==> config.mk <==
export PLATFORM = sky130hd
export DESIGN_NAME = rcf_regs
export DESIGN_NICKNAME = d
export VERILOG_FILES = /design/src/pkg/rcf_pkg.sv /design/src/core/rcf_filter.sv /design/src/core/rcf_regs.sv
export SDC_FILE = /design/constraint.sdc
export NUM_CORES = 1
export LEC_CHECK = 0
export BUFFER_PORTS_ARGS = -buffer_cell sky130_fd_sc_hd__buf_2
export CAP_MARGIN = 20
export CELL_PAD_IN_SITES_DETAIL_PLACEMENT = 0
export CELL_PAD_IN_SITES_GLOBAL_PLACEMENT = 2
export CORE_MARGIN = 1.5
export CORE_UTILIZATION = 24
export DETAILED_ROUTE_END_ITERATION = 8
export PLACE_DENSITY_LB_ADDON = 0.1
export SYNTH_ARGS = -nofsm -noshare
export SYNTH_HDL_FRONTEND = slang
export SYNTH_SLANG_ARGS = --single-unit
==> constraint.sdc <==
create_clock -name i_clk -period 3.6 [get_ports i_clk]
set_clock_uncertainty 0.15 [all_clocks]
set_input_delay 0.36 -clock i_clk [delete_from_list [all_inputs] [get_ports i_clk]]
set_output_delay 0.36 -clock i_clk [all_outputs]
set_load 0.05 [all_outputs]
==> src/pkg/rcf_pkg.sv <==
// Purpose: Shared constants and carrier types for the receive checksum filter register bank.
// Assumes: 8-bit byte address, 16-bit register data, one clock.
// Notes:   Every offset, field position and reset value lives here by name.

package rcf_pkg;

	// Register bus widths.
	localparam int ADDR_W = 8;
	localparam int DATA_W = 16;

	// Register byte offsets.
	localparam logic [ADDR_W-1:0] OFF_CTRL_TWO   = 8'h76;
	localparam logic [ADDR_W-1:0] OFF_TX_FREE    = 8'h78;
	localparam logic [ADDR_W-1:0] OFF_RESERVED   = 8'h7a;
	localparam logic [ADDR_W-1:0] OFF_HDR_STATUS = 8'h7c;
	localparam logic [ADDR_W-1:0] OFF_IRQ_STATUS = 8'h60;
	localparam logic [ADDR_W-1:0] OFF_IRQ_MASK   = 8'h62;
	localparam logic [ADDR_W-1:0] OFF_UDP_CHECK  = 8'h64;
	localparam logic [ADDR_W-1:0] OFF_FRAME_CNT  = 8'h66;

	// Control register two layout and reset value (bits 4..0).
	localparam int             CTRL_W     = 5;
	localparam logic [CTRL_W-1:0] CTRL_RESET = 5'h04;

	// Free space field width (bits 12..0).
	localparam int TX_FREE_W = 13;

	// Header status field positions.
	localparam int BIT_FRAME_VALID = 15;
	localparam int BIT_ICMP_ERR    = 13;
	localparam int BIT_IP_ERR      = 12;

	// Interrupt status and mask layout.
	localparam int IRQ_W        = 3;
	localparam int IRQ_ACCEPT   = 0;
	localparam int IRQ_DROP     = 1;
	localparam int IRQ_OVERFLOW = 2;

	// Pending header status store.
	localparam int             HDR_DEPTH = 4;
	localparam int             PTR_W     = 2;
	localparam int             CNT_W     = 3;
	localparam logic [CNT_W-1:0] CNT_FULL  = 3'h4;

	// Software controls of control register two, MSB is bit 4.
	typedef struct packed {
		logic frag_pass;      // Fragmented UDP frames pass the checksum check.
		logic zero_accept;    // UDP frames with zero checksum are accepted.
		logic udplite_en;     // UDP-Lite checksum check and generation.
		logic icmp_en;        // ICMP checksum check of unfragmented frames.
		logic sa_drop;        // Drop frames sourced from our own address.
	} rcf_ctrl_t;

	// Classification of one received frame, valid while done is high.
	typedef struct packed {
		logic        done;
		logic        is_udp;
		logic        is_udp_lite;
		logic        is_icmp;
		logic        is_fragment;
		logic        udp_csum_zero;
		logic        udp_csum_bad;
		logic        udplite_csum_bad;
		logic        icmp_csum_bad;
		logic        ip_csum_bad;
		logic [47:0] src_addr;
	} rcf_frame_t;

	// Stored per-frame header status flags.
	typedef struct packed {
		logic icmp_err;
		logic ip_err;
	} rcf_hdr_t;

	// Address compare, used by every decode.
	function automatic logic rcf_hit(input logic [ADDR_W-1:0] addr, input logic [ADDR_W-1:0] off);
		return addr == off;
	endfunction

endpackage

==> src/core/rcf_filter.sv <==
// Purpose: Accept or drop decision for one classified received frame.
// Assumes: Frame flags are stable while done is high.
// Notes:   Purely combinational; the register bank registers the result.

`timescale 1ns/1ps

module rcf_filter (
	// Software controls.
	input  wire rcf_pkg::rcf_ctrl_t  i_ctrl,
	input  wire logic                i_udp_check_en,
	// Frame under decision.
	input  wire rcf_pkg::rcf_frame_t i_frame,
	input  wire logic [47:0]         i_station_addr,
	// Decision.
	output logic                     o_drop
);

	logic frag_pass;   // Fragment override of UDP checks.
	logic udp_drop;    // Plain UDP checksum failure.
	logic zero_drop;   // Zero UDP checksum refused.
	logic lite_drop;   // UDP-Lite checksum failure.
	logic icmp_drop;   // ICMP checksum failure.
	logic sa_drop;     // Own source address seen.

	// Each cause is computed apart so that one cause never masks another.
	always_comb begin
		// A fragment cannot be checked, so software may let it pass.
		frag_pass = i_ctrl.frag_pass & i_frame.is_udp & i_frame.is_fragment;
		// With the override clear, fragments meet the ordinary checks below.
		// A zero checksum means none was sent, so it is judged apart.
		udp_drop  = i_udp_check_en & i_frame.is_udp & ~i_frame.is_udp_lite & ~i_frame.udp_csum_zero
		          & i_frame.udp_csum_bad & ~frag_pass;
		zero_drop = i_frame.is_udp & i_frame.udp_csum_zero & ~i_ctrl.zero_accept;
		// With UDP-Lite checks off the frame simply passes.
		lite_drop = i_ctrl.udplite_en & i_frame.is_udp_lite & i_frame.udplite_csum_bad & ~frag_pass;
		icmp_drop = i_ctrl.icmp_en & i_frame.is_icmp & ~i_frame.is_fragment & i_frame.icmp_csum_bad;
		sa_drop   = i_ctrl.sa_drop & (i_frame.src_addr == i_station_addr);
		o_drop    = udp_drop | zero_drop | lite_drop | icmp_drop | sa_drop;
	end

endmodule

==> src/core/rcf_regs.sv <==
// Purpose: Receive control two, transmit free space and header status registers.
// Assumes: Plain strobe bus, read data one cycle after the read strobe.
// Notes:   All state is one packed struct registered on every edge.
//
// Notes on behaviour
// - Fragment-pass bit passes fragmented UDP checksum.
// - Pass bit clear: checks ignore fragment status.
// - Zero UDP checksum: accept if bit set.
// - UDP-Lite enable: check receive, generate transmit.
// - UDP-Lite disabled: pass check, no insertion.
// - ICMP enable drops bad unfragmented ICMP frames.
// - Source address filter drops own-address frames.
// - Report free transmit bytes in bits 12..0.
// - Header status presented once per counted frame.
// - Frame valid only with a complete pending frame.
// - Flag ICMP checksum error of current frame.
// - Flag IP header checksum error of current frame.
// - Address pair after free space is reserved.
// - UDP check enable drops bad UDP frames.
//
// The address-and-strobe port was decided locally.

`timescale 1ns/1ps

module rcf_regs (
	// Clock and reset.
	input  wire logic                      i_clk,
	input  wire logic                      i_reset,
	// Register bus.
	input  wire logic [rcf_pkg::ADDR_W-1:0] i_addr,
	input  wire logic [rcf_pkg::DATA_W-1:0] i_wdata,
	input  wire logic                      i_wr,
	input  wire logic                      i_rd,
	output logic [rcf_pkg::DATA_W-1:0]     o_rdata,
	// Receive path.
	input  wire rcf_pkg::rcf_frame_t       i_frame,
	input  wire logic [47:0]               i_station_addr,
	output logic                           o_rx_accept,
	output logic                           o_rx_drop,
	output logic [rcf_pkg::CNT_W-1:0]      o_frame_count,
	// Transmit path.
	input  wire logic [rcf_pkg::TX_FREE_W-1:0] i_tx_free_bytes,
	input  wire logic                      i_tx_is_udp_lite,
	output logic                           o_tx_udplite_csum_gen,
	// Controls to the checksum engines.
	output rcf_pkg::rcf_ctrl_t             o_ctrl,
	output logic                           o_udp_check_en,
	// Interrupt.
	output logic                           o_irq
);

	// Whole state of the bank.
	typedef struct packed {
		rcf_pkg::rcf_ctrl_t                    ctrl;
		logic                                  udp_check_en;
		logic [rcf_pkg::IRQ_W-1:0]             irq_status;
		logic [rcf_pkg::IRQ_W-1:0]             irq_mask;
		rcf_pkg::rcf_hdr_t [rcf_pkg::HDR_DEPTH-1:0] hdr_mem;
		logic [rcf_pkg::PTR_W-1:0]             wr_ptr;
		logic [rcf_pkg::PTR_W-1:0]             rd_ptr;
		logic [rcf_pkg::CNT_W-1:0]             count;
		logic [rcf_pkg::TX_FREE_W-1:0]         tx_free;
		logic [rcf_pkg::DATA_W-1:0]            rdata;
		logic                                  accept;
		logic                                  drop;
		logic                                  tx_gen;
	} rcf_state_t;

	rcf_state_t state;        // Registered state.
	rcf_state_t next_state;   // Value for the next edge.

	logic                          filt_drop;   // Filter decision for the current frame.
	logic                          push;        // Accepted frame enters the store.
	logic                          pop;         // Host consumed one header status.
	logic                          overflow;    // Accepted frame found the store full.
	logic                          pending;     // At least one frame is waiting.
	logic [rcf_pkg::IRQ_W-1:0]     events;      // Events of this cycle.
	rcf_pkg::rcf_hdr_t             head;        // Oldest pending header status.

	// The frame decision is kept apart so the bank stays readable.
	rcf_filter u_filter (
		.i_ctrl         (state.ctrl),
		.i_udp_check_en (state.udp_check_en),
		.i_frame        (i_frame),
		.i_station_addr (i_station_addr),
		.o_drop         (filt_drop)
	);

	// Next-state logic for the registers, the status store and the events.
	always_comb begin
		next_state = state;
		next_state.rdata  = '0;
		next_state.accept = 1'b0;
		next_state.drop   = 1'b0;

		// A frame is pending only once fully received and pushed.
		pending  = state.count != '0;
		head     = state.hdr_mem[state.rd_ptr];
		overflow = i_frame.done & ~filt_drop & (state.count == rcf_pkg::CNT_FULL);
		push     = i_frame.done & ~filt_drop & ~overflow;
		// One read of the header status consumes one counted frame.
		pop      = i_rd & pending & rcf_pkg::rcf_hit(i_addr, rcf_pkg::OFF_HDR_STATUS);

		// Free space is sampled every cycle so a read sees a fresh count.
		next_state.tx_free = i_tx_free_bytes;

		// UDP-Lite insertion follows the enable; off means no checksum.
		next_state.tx_gen = i_tx_is_udp_lite & state.ctrl.udplite_en;

		// Software writes; read-only and reserved addresses ignore writes.
		if (i_wr) begin
			if (rcf_pkg::rcf_hit(i_addr, rcf_pkg::OFF_CTRL_TWO)) begin
				next_state.ctrl = rcf_pkg::rcf_ctrl_t'(i_wdata[rcf_pkg::CTRL_W-1:0]);
			end
			if (rcf_pkg::rcf_hit(i_addr, rcf_pkg::OFF_UDP_CHECK)) begin
				next_state.udp_check_en = i_wdata[0];
			end
			if (rcf_pkg::rcf_hit(i_addr, rcf_pkg::OFF_IRQ_MASK)) begin
				next_state.irq_mask = i_wdata[rcf_pkg::IRQ_W-1:0];
			end
		end

		// Read data for the cycle after the strobe; unmapped reads give zero.
		if (i_rd) begin
			unique case (1'b1)
				rcf_pkg::rcf_hit(i_addr, rcf_pkg::OFF_CTRL_TWO): begin
					// Bits 15..5 are reserved and read zero.
					next_state.rdata[rcf_pkg::CTRL_W-1:0] = state.ctrl;
				end
				rcf_pkg::rcf_hit(i_addr, rcf_pkg::OFF_TX_FREE): begin
					next_state.rdata[rcf_pkg::TX_FREE_W-1:0] = state.tx_free;
				end
				rcf_pkg::rcf_hit(i_addr, rcf_pkg::OFF_RESERVED): begin
					// No function here; reads zero and writes vanish.
					next_state.rdata = '0;
				end
				rcf_pkg::rcf_hit(i_addr, rcf_pkg::OFF_HDR_STATUS): begin
					// Nothing pending shows as an all-zero word.
					next_state.rdata[rcf_pkg::BIT_FRAME_VALID] = pending;
					next_state.rdata[rcf_pkg::BIT_ICMP_ERR]    = pending & head.icmp_err;
					next_state.rdata[rcf_pkg::BIT_IP_ERR]      = pending & head.ip_err;
				end
				rcf_pkg::rcf_hit(i_addr, rcf_pkg::OFF_IRQ_STATUS): begin
					next_state.rdata[rcf_pkg::IRQ_W-1:0] = state.irq_status;
				end
				rcf_pkg::rcf_hit(i_addr, rcf_pkg::OFF_IRQ_MASK): begin
					next_state.rdata[rcf_pkg::IRQ_W-1:0] = state.irq_mask;
				end
				rcf_pkg::rcf_hit(i_addr, rcf_pkg::OFF_UDP_CHECK): begin
					next_state.rdata[0] = state.udp_check_en;
				end
				rcf_pkg::rcf_hit(i_addr, rcf_pkg::OFF_FRAME_CNT): begin
					next_state.rdata[rcf_pkg::CNT_W-1:0] = state.count;
				end
				default: begin
					next_state.rdata = '0;
				end
			endcase
		end

		// Store the flags of an accepted frame behind the older ones.
		if (push) begin
			next_state.hdr_mem[state.wr_ptr].icmp_err = i_frame.icmp_csum_bad;
			next_state.hdr_mem[state.wr_ptr].ip_err   = i_frame.ip_csum_bad;
			next_state.wr_ptr = state.wr_ptr + 1'b1;
		end
		if (pop) begin
			next_state.rd_ptr = state.rd_ptr + 1'b1;
		end
		// Push and pop together leave the count alone.
		if (push && !pop) begin
			next_state.count = state.count + 1'b1;
		end else if (pop && !push) begin
			next_state.count = state.count - 1'b1;
		end

		// Frame outcome pulses, one cycle after the decision.
		next_state.accept = push;
		next_state.drop   = i_frame.done & (filt_drop | overflow);

		// Sticky events; a read clears them but a new event in that cycle wins.
		events = '0;
		events[rcf_pkg::IRQ_ACCEPT]   = push;
		events[rcf_pkg::IRQ_DROP]     = i_frame.done & filt_drop;
		events[rcf_pkg::IRQ_OVERFLOW] = overflow;
		if (i_rd && rcf_pkg::rcf_hit(i_addr, rcf_pkg::OFF_IRQ_STATUS)) begin
			next_state.irq_status = events;
		end else begin
			next_state.irq_status = state.irq_status | events;
		end
	end

	// Single register for the whole state; synchronous reset.
	always_ff @(posedge i_clk) begin
		if (i_reset) begin
			state              <= '0;
			state.ctrl         <= rcf_pkg::rcf_ctrl_t'(rcf_pkg::CTRL_RESET);
		end else begin
			state <= next_state;
		end
	end

	// Outputs straight from the registered state.
	assign o_rdata               = state.rdata;
	assign o_rx_accept           = state.accept;
	assign o_rx_drop             = state.drop;
	assign o_frame_count         = state.count;
	assign o_tx_udplite_csum_gen = state.tx_gen;
	assign o_ctrl                = state.ctrl;
	assign o_udp_check_en        = state.udp_check_en;
	// Level interrupt, high while any unmasked sticky bit stands.
	assign o_irq                 = |(state.irq_status & state.irq_mask);

	// The host must check free space itself; nothing here blocks writes.

endmodule

# Word level (Yosys, flattened, before mapping)
# Index checks and enable logic that the tools add are counted.
# W data, S select, Z words.
[totals]
regBits = 59
inputBits = 148
out_inout_bits = 29
word_cells = 116
[classes]
n_addsub = 4
order_cmp = 3
n_eq_ne = 9
muxes = 15
n_bitwise = 43
n_reduce_logical = 15
[ops]
columns = ["cell", "count"]
rows = [
  ["$eq A8 B7 Y1 const B", 7],
  ["$eq A48 B48 Y1", 1],
  ["$and A1 B1 Y1", 26],
  ["$bwmux W8", 2],
  ["$not A1 Y1", 10],
  ["$pmux W2 S5", 1],
  ["$mux W3", 3],
  ["$reduce_or A3 Y1", 3],
  ["$demux W2 S2", 2],
  ["$lt A2 B3 Y1 const B", 2],
  ["$pmux W1 S6", 1],
  ["$reduce_and A2 Y1", 3],
  ["$or A1 B1 Y1", 5],
  ["$add A2 B1 Y2 const B", 2],
  ["$bmux W2 S2", 1],
  ["$logic_and A1 B1 Y1", 4],
  ["$mux W2", 2],
  ["$pmux W2 S2", 1],
  ["$add A3 B1 Y3 const B", 1],
  ["$and A3 B3 Y3", 1],
  ["$eq A3 B3 Y1 const B", 1],
  ["$or A3 B3 Y3", 1],
  ["$reduce_bool A3 Y1", 1],
  ["$sub A3 B1 Y3 const B", 1],
  ["6 further kinds", 7],
]

# Logic depth before layout (Yosys ltp)
[depth]
ltp_word = 18
depth_mapped = 14
ltp_nobuf = 13

# By module
# A second synthesis with hierarchy kept.
[hier_totals]
hier_cells = 348
hier_area_um2 = 3164.3
[modules_own_cells]
columns = ["mod", "n_inst", "cells_each", "area_each_um2", "seq_area_each_um2"]
rows = [
  ["rcf_regs", 1, 270, 2575.0, 1161.1],
  ["rcf_filter", 1, 78, 589.3, 0.0],
]

# Worst setup path after synthesis
# No wires, ideal clock.
[synth_timing]
kind = "input -> register"
startpoint = "input port i_station_addr[23]"
endpoint = "register state, in the netlist o_frame_count[2]"
setup_ps = 71
arrival_ps = 2588
t_required_ps = 3379
slack_ps = 792
stages = 14
n_path_buf = 1
cell_sequence = "xor2_1 -> a221o_1 -> nor4_2 -> nand4_1 -> or3_1 -> buf_6 -> nand3_4 -> inv_4 -> ha_1 -> inv_1 -> fa_1 -> xor2_1 -> or3_1 -> a21oi_1"
[synth_lines]
columns = ["item", "line", "text"]
rows = [
  ["start, declared", "rcf_regs.sv:37", "input wire logic [47:0] i_station_addr,"],
  ["end signal, assigned", "rcf_regs.sv:199", "state <= next_state;"],
  ["end, declared", "rcf_regs.sv:69", "rcf_state_t state;"],
]

==> results.py <==
metrics = {
    "global_routing": {
        "grt_overflow": 0,
        "grt_start_max_net_pins": 33,
        "gr-usage-all-layers_pct": 12.8,
        "grt_pass1_wl_um": 13200,
        "grt_pass1_vias": 2754,
        "antenna_found_initial": 0,
    },
    "yosys": {
        "syn_nets": 494,
        "synth_async_sr_flop_share_pct": 0,
        "synth-edff-count": 0,
        "synth_top_flop_cell": "dfxtp_1",
        "netlist_area_um2": 3080,
        "yosysUniqueCellTypes": 51,
        "ys_ff_latch": 58,
        "yosys_warnings": 0,
        "synthTopCellsByCount": "dfxtp_1 (58), nand2_1 (29), xnor2_1 (28)",
        "synthCells": 340,
        "yosysTopAreaCell": "dfxtp_1",
        "avgSynthCellArea_um2": 9.05,
        "ys_seq_area_share_pct": 37.7,
        "synth_top_cell_area_share_pct": 37.7,
        "synth.most_common_cell": "dfxtp_1",
        "synth_area_leaders": "dfxtp_1 (38%), xnor2_1 (8.0%), buf_4 (5.9%)",
    },
    "pwr": {
        "p_leak_nw": 1.94,
        "irDropWorstVdd_mv": 0.209,
        "p_per_area_nw_per_um2": 437,
    },
    "floorplanning": {
        "ios": 177,
        "die_h_um": 116,
        "start_util_pct": 24.5,
        "fp.coreArea_um2": 12600,
        "placementRows": 41,
        "die_area_um2": 13500,
        "die_w_um": 116,
    },
    "critical_path": {
        "cp.arrival_ns": 2.99,
        "critPathRequiredTime_ns": 3.70,
        "cp-end-kind": "register",
        "critPathMaxFanout": 6,
        "timing.rr.start": "o_udp_check_en",
        "startpoint_type": "register",
        "critPathLaunch": "o_udp_check_en",
        "critical_path_class": "reg -> reg",
    },
    "sta": {
        "slew_headroom_pct": 63.0,
        "worst_pin_slew_ns": 0.553,
        "fmax_mhz": 346,
        "final_max_slew_viol_count": 0,
        "period_share_pct": 80.3,
        "rsz0062_at_grt": "no",
        "fin_hold_ws_ns": 0.0994,
        "finalHoldViolCount": 0,
        "period_minus_slack_ns": 2.89,
        "finalSetupViolCount": 0,
        "totalNegativeSetupSlack_ns": 0,
    },
    "worst_hold_path": {
        "hold_path.class": "in -> reg",
        "hp-start": "i_tx_free_bytes[2]",
    },
    "routing": {
        "drt_wl_total_um": 8370,
        "m1WireLength_um": 3550,
        "route.detailed.drc": 0,
        "ant_nets": 0,
        "highest_layer": "met4",
        "dr_wl_met2_um": 3890,
        "drt_iter0_drc": 86,
        "met3WireLength_um": 800,
        "wl_per_cell_um": 12.6,
        "vias": 2777,
        "drtPass1Iterations": 4,
        "viasPerCell": 4.19,
    },
    "placement": {
        "placedCellCount": 646,
        "routabilityCongestion": 0.744,
        "dp_hpwl_um": 6880,
        "io_buffers": 164,
    },
    "cts": {
        "insertion_delay_ns": 0.32,
        "cts_buffers": 9,
        "cts_hold_repair.buffers": 0,
        "root_buffer": "clkbuf_16",
        "htree_levels": 3,
        "tritoncts": "done",
        "clock_sinks": 58,
        "cts_setup_buffers": 0,
        "cts-resized-gates": 0,
        "clk_pin_slew_worst_paths_ns": 0.05,
        "cts.path.max_buffers": 2,
    },
    "cells_and_area": {
        "antenna_cells": 0,
        "fill_cells": 1350,
        "area_growth_pct": 37.7,
        "layout-drive-gt1-share_pct": 40.8,
        "fin_util_pct": 33.7,
        "instances_no_fill": 662,
        "fin_nets": 639,
    },
    "outcome": {
        "status": "completed",
    },
    "job": {
        "max-cap-violations": 0,
    },
}
[area by class of cell]
class | count | area (µm²) | share of cell area (%)
sequential | 58 | 1160 | 27.4
clock inverter | 6 | 80.1 | 1.89
inverter | 17 | 66.3 | 1.56
tap | 172 | 215 | 5.08
timing repair buffer | 168 | 851 | 20.1
multi-input combinational | 231 | 1630 | 38.4
clock buffer | 10 | 239 | 5.64
[critical path, stage by stage (launching register included)]
cell and delay [ns]:
dfxtp_1 0.35, nand4b_1 0.11, o21ai_0 0.08, a21oi_1 0.29, and2_0 0.40, nand3_4 0.14
inv_4 0.10, ha_1 0.18, inv_1 0.06, fa_1 0.37, xor2_1 0.16, or3_1 0.30
a21oi_1 0.13
[placed cells by master, fill, tap and decap left out, types with 2 or more instances in the layout]
master / n
a21oi_1: 10
a22o_1: 3
a22oi_1: 4
a31oi_1: 3
a32oi_1: 2
and2_1: 8
and3_1: 2
and4_4: 2
buf_2: 164
buf_4: 4
bufinv_16: 2
clkbuf_16: 9
clkinv_2: 4
dfxtp_1: 58
ha_1: 5
inv_1: 15
mux2_2: 4
mux2i_1: 14
mux4_2: 2
nand2_1: 29
nand2b_1: 2
nand3_1: 18
nand4_1: 5
nand4b_1: 2
nor2_1: 21
nor2b_1: 17
nor3_1: 4
nor4_1: 5
o21ai_0: 3
o22ai_1: 2
o2bb2ai_1: 2
or3_1: 3
xnor2_1: 28
xor2_1: 14
[layer usage]
metal,GRT usage (%),vias up
met2,21.3,134
met1,15.0,1206
met3,4.15,9
li1,-,1428
met5,0,-
met4,6.10,0
[flip-flops by register name (all words and copies together), names as in the netlist]
register and cells:
o_rx_drop 1, o_rdata 15, state 31, o_udp_check_en 1, o_ctrl 5, o_frame_count 3
o_rx_accept 1, o_tx_udplite_csum_gen 1
[report_power, final]
part	total, W	internal, W	leakage [nW]	switching (W)
Sequential	0.000682	0.000665	0.473	0.0000172
Combinational	0.000263	0.000129	1.31	0.000134
Clock	0.000905	0.000618	0.162	0.000286
Total	0.00185	0.00141	1.94	0.000437
[kinds of logic (layout without fill, tap and decap cells)]
family	count (synthesis)	in the layout	share of synthesized area, %
and+or+nand+nor	124	124	21.6
adders and majority gates	6	6	2.68
DFF	58	58	37.7
AOI/OAI and AO/OA	37	37	8.50
other	1	1	0.122
xor gates and xnor gates	42	42	12.0
muxes	21	21	7.97
buffers and inverters	51	201	9.47
[per-stage QoR]
stage,power (W),worst slack (ns),instance area [µm²]
final,0.00185,0.710,4240
after global routing,0.00195,0.421,4240
after CTS,0.00188,0.655,4240
after detailed placement,0.000964,0.367,3920
after global placement,0.000961,0.395,3920
after floorplan,0.000848,0.792,3080
[worst paths after layout]
kind	to	slack [ns]	cells after the start
min	state[21]	0.1	2
min reg2reg	o_rdata[9]	0.27	1
max reg2reg	o_frame_count[2]	0.71	12
max	o_frame_count[2]	0.71	12
Power figures use the tool's default switching activity.
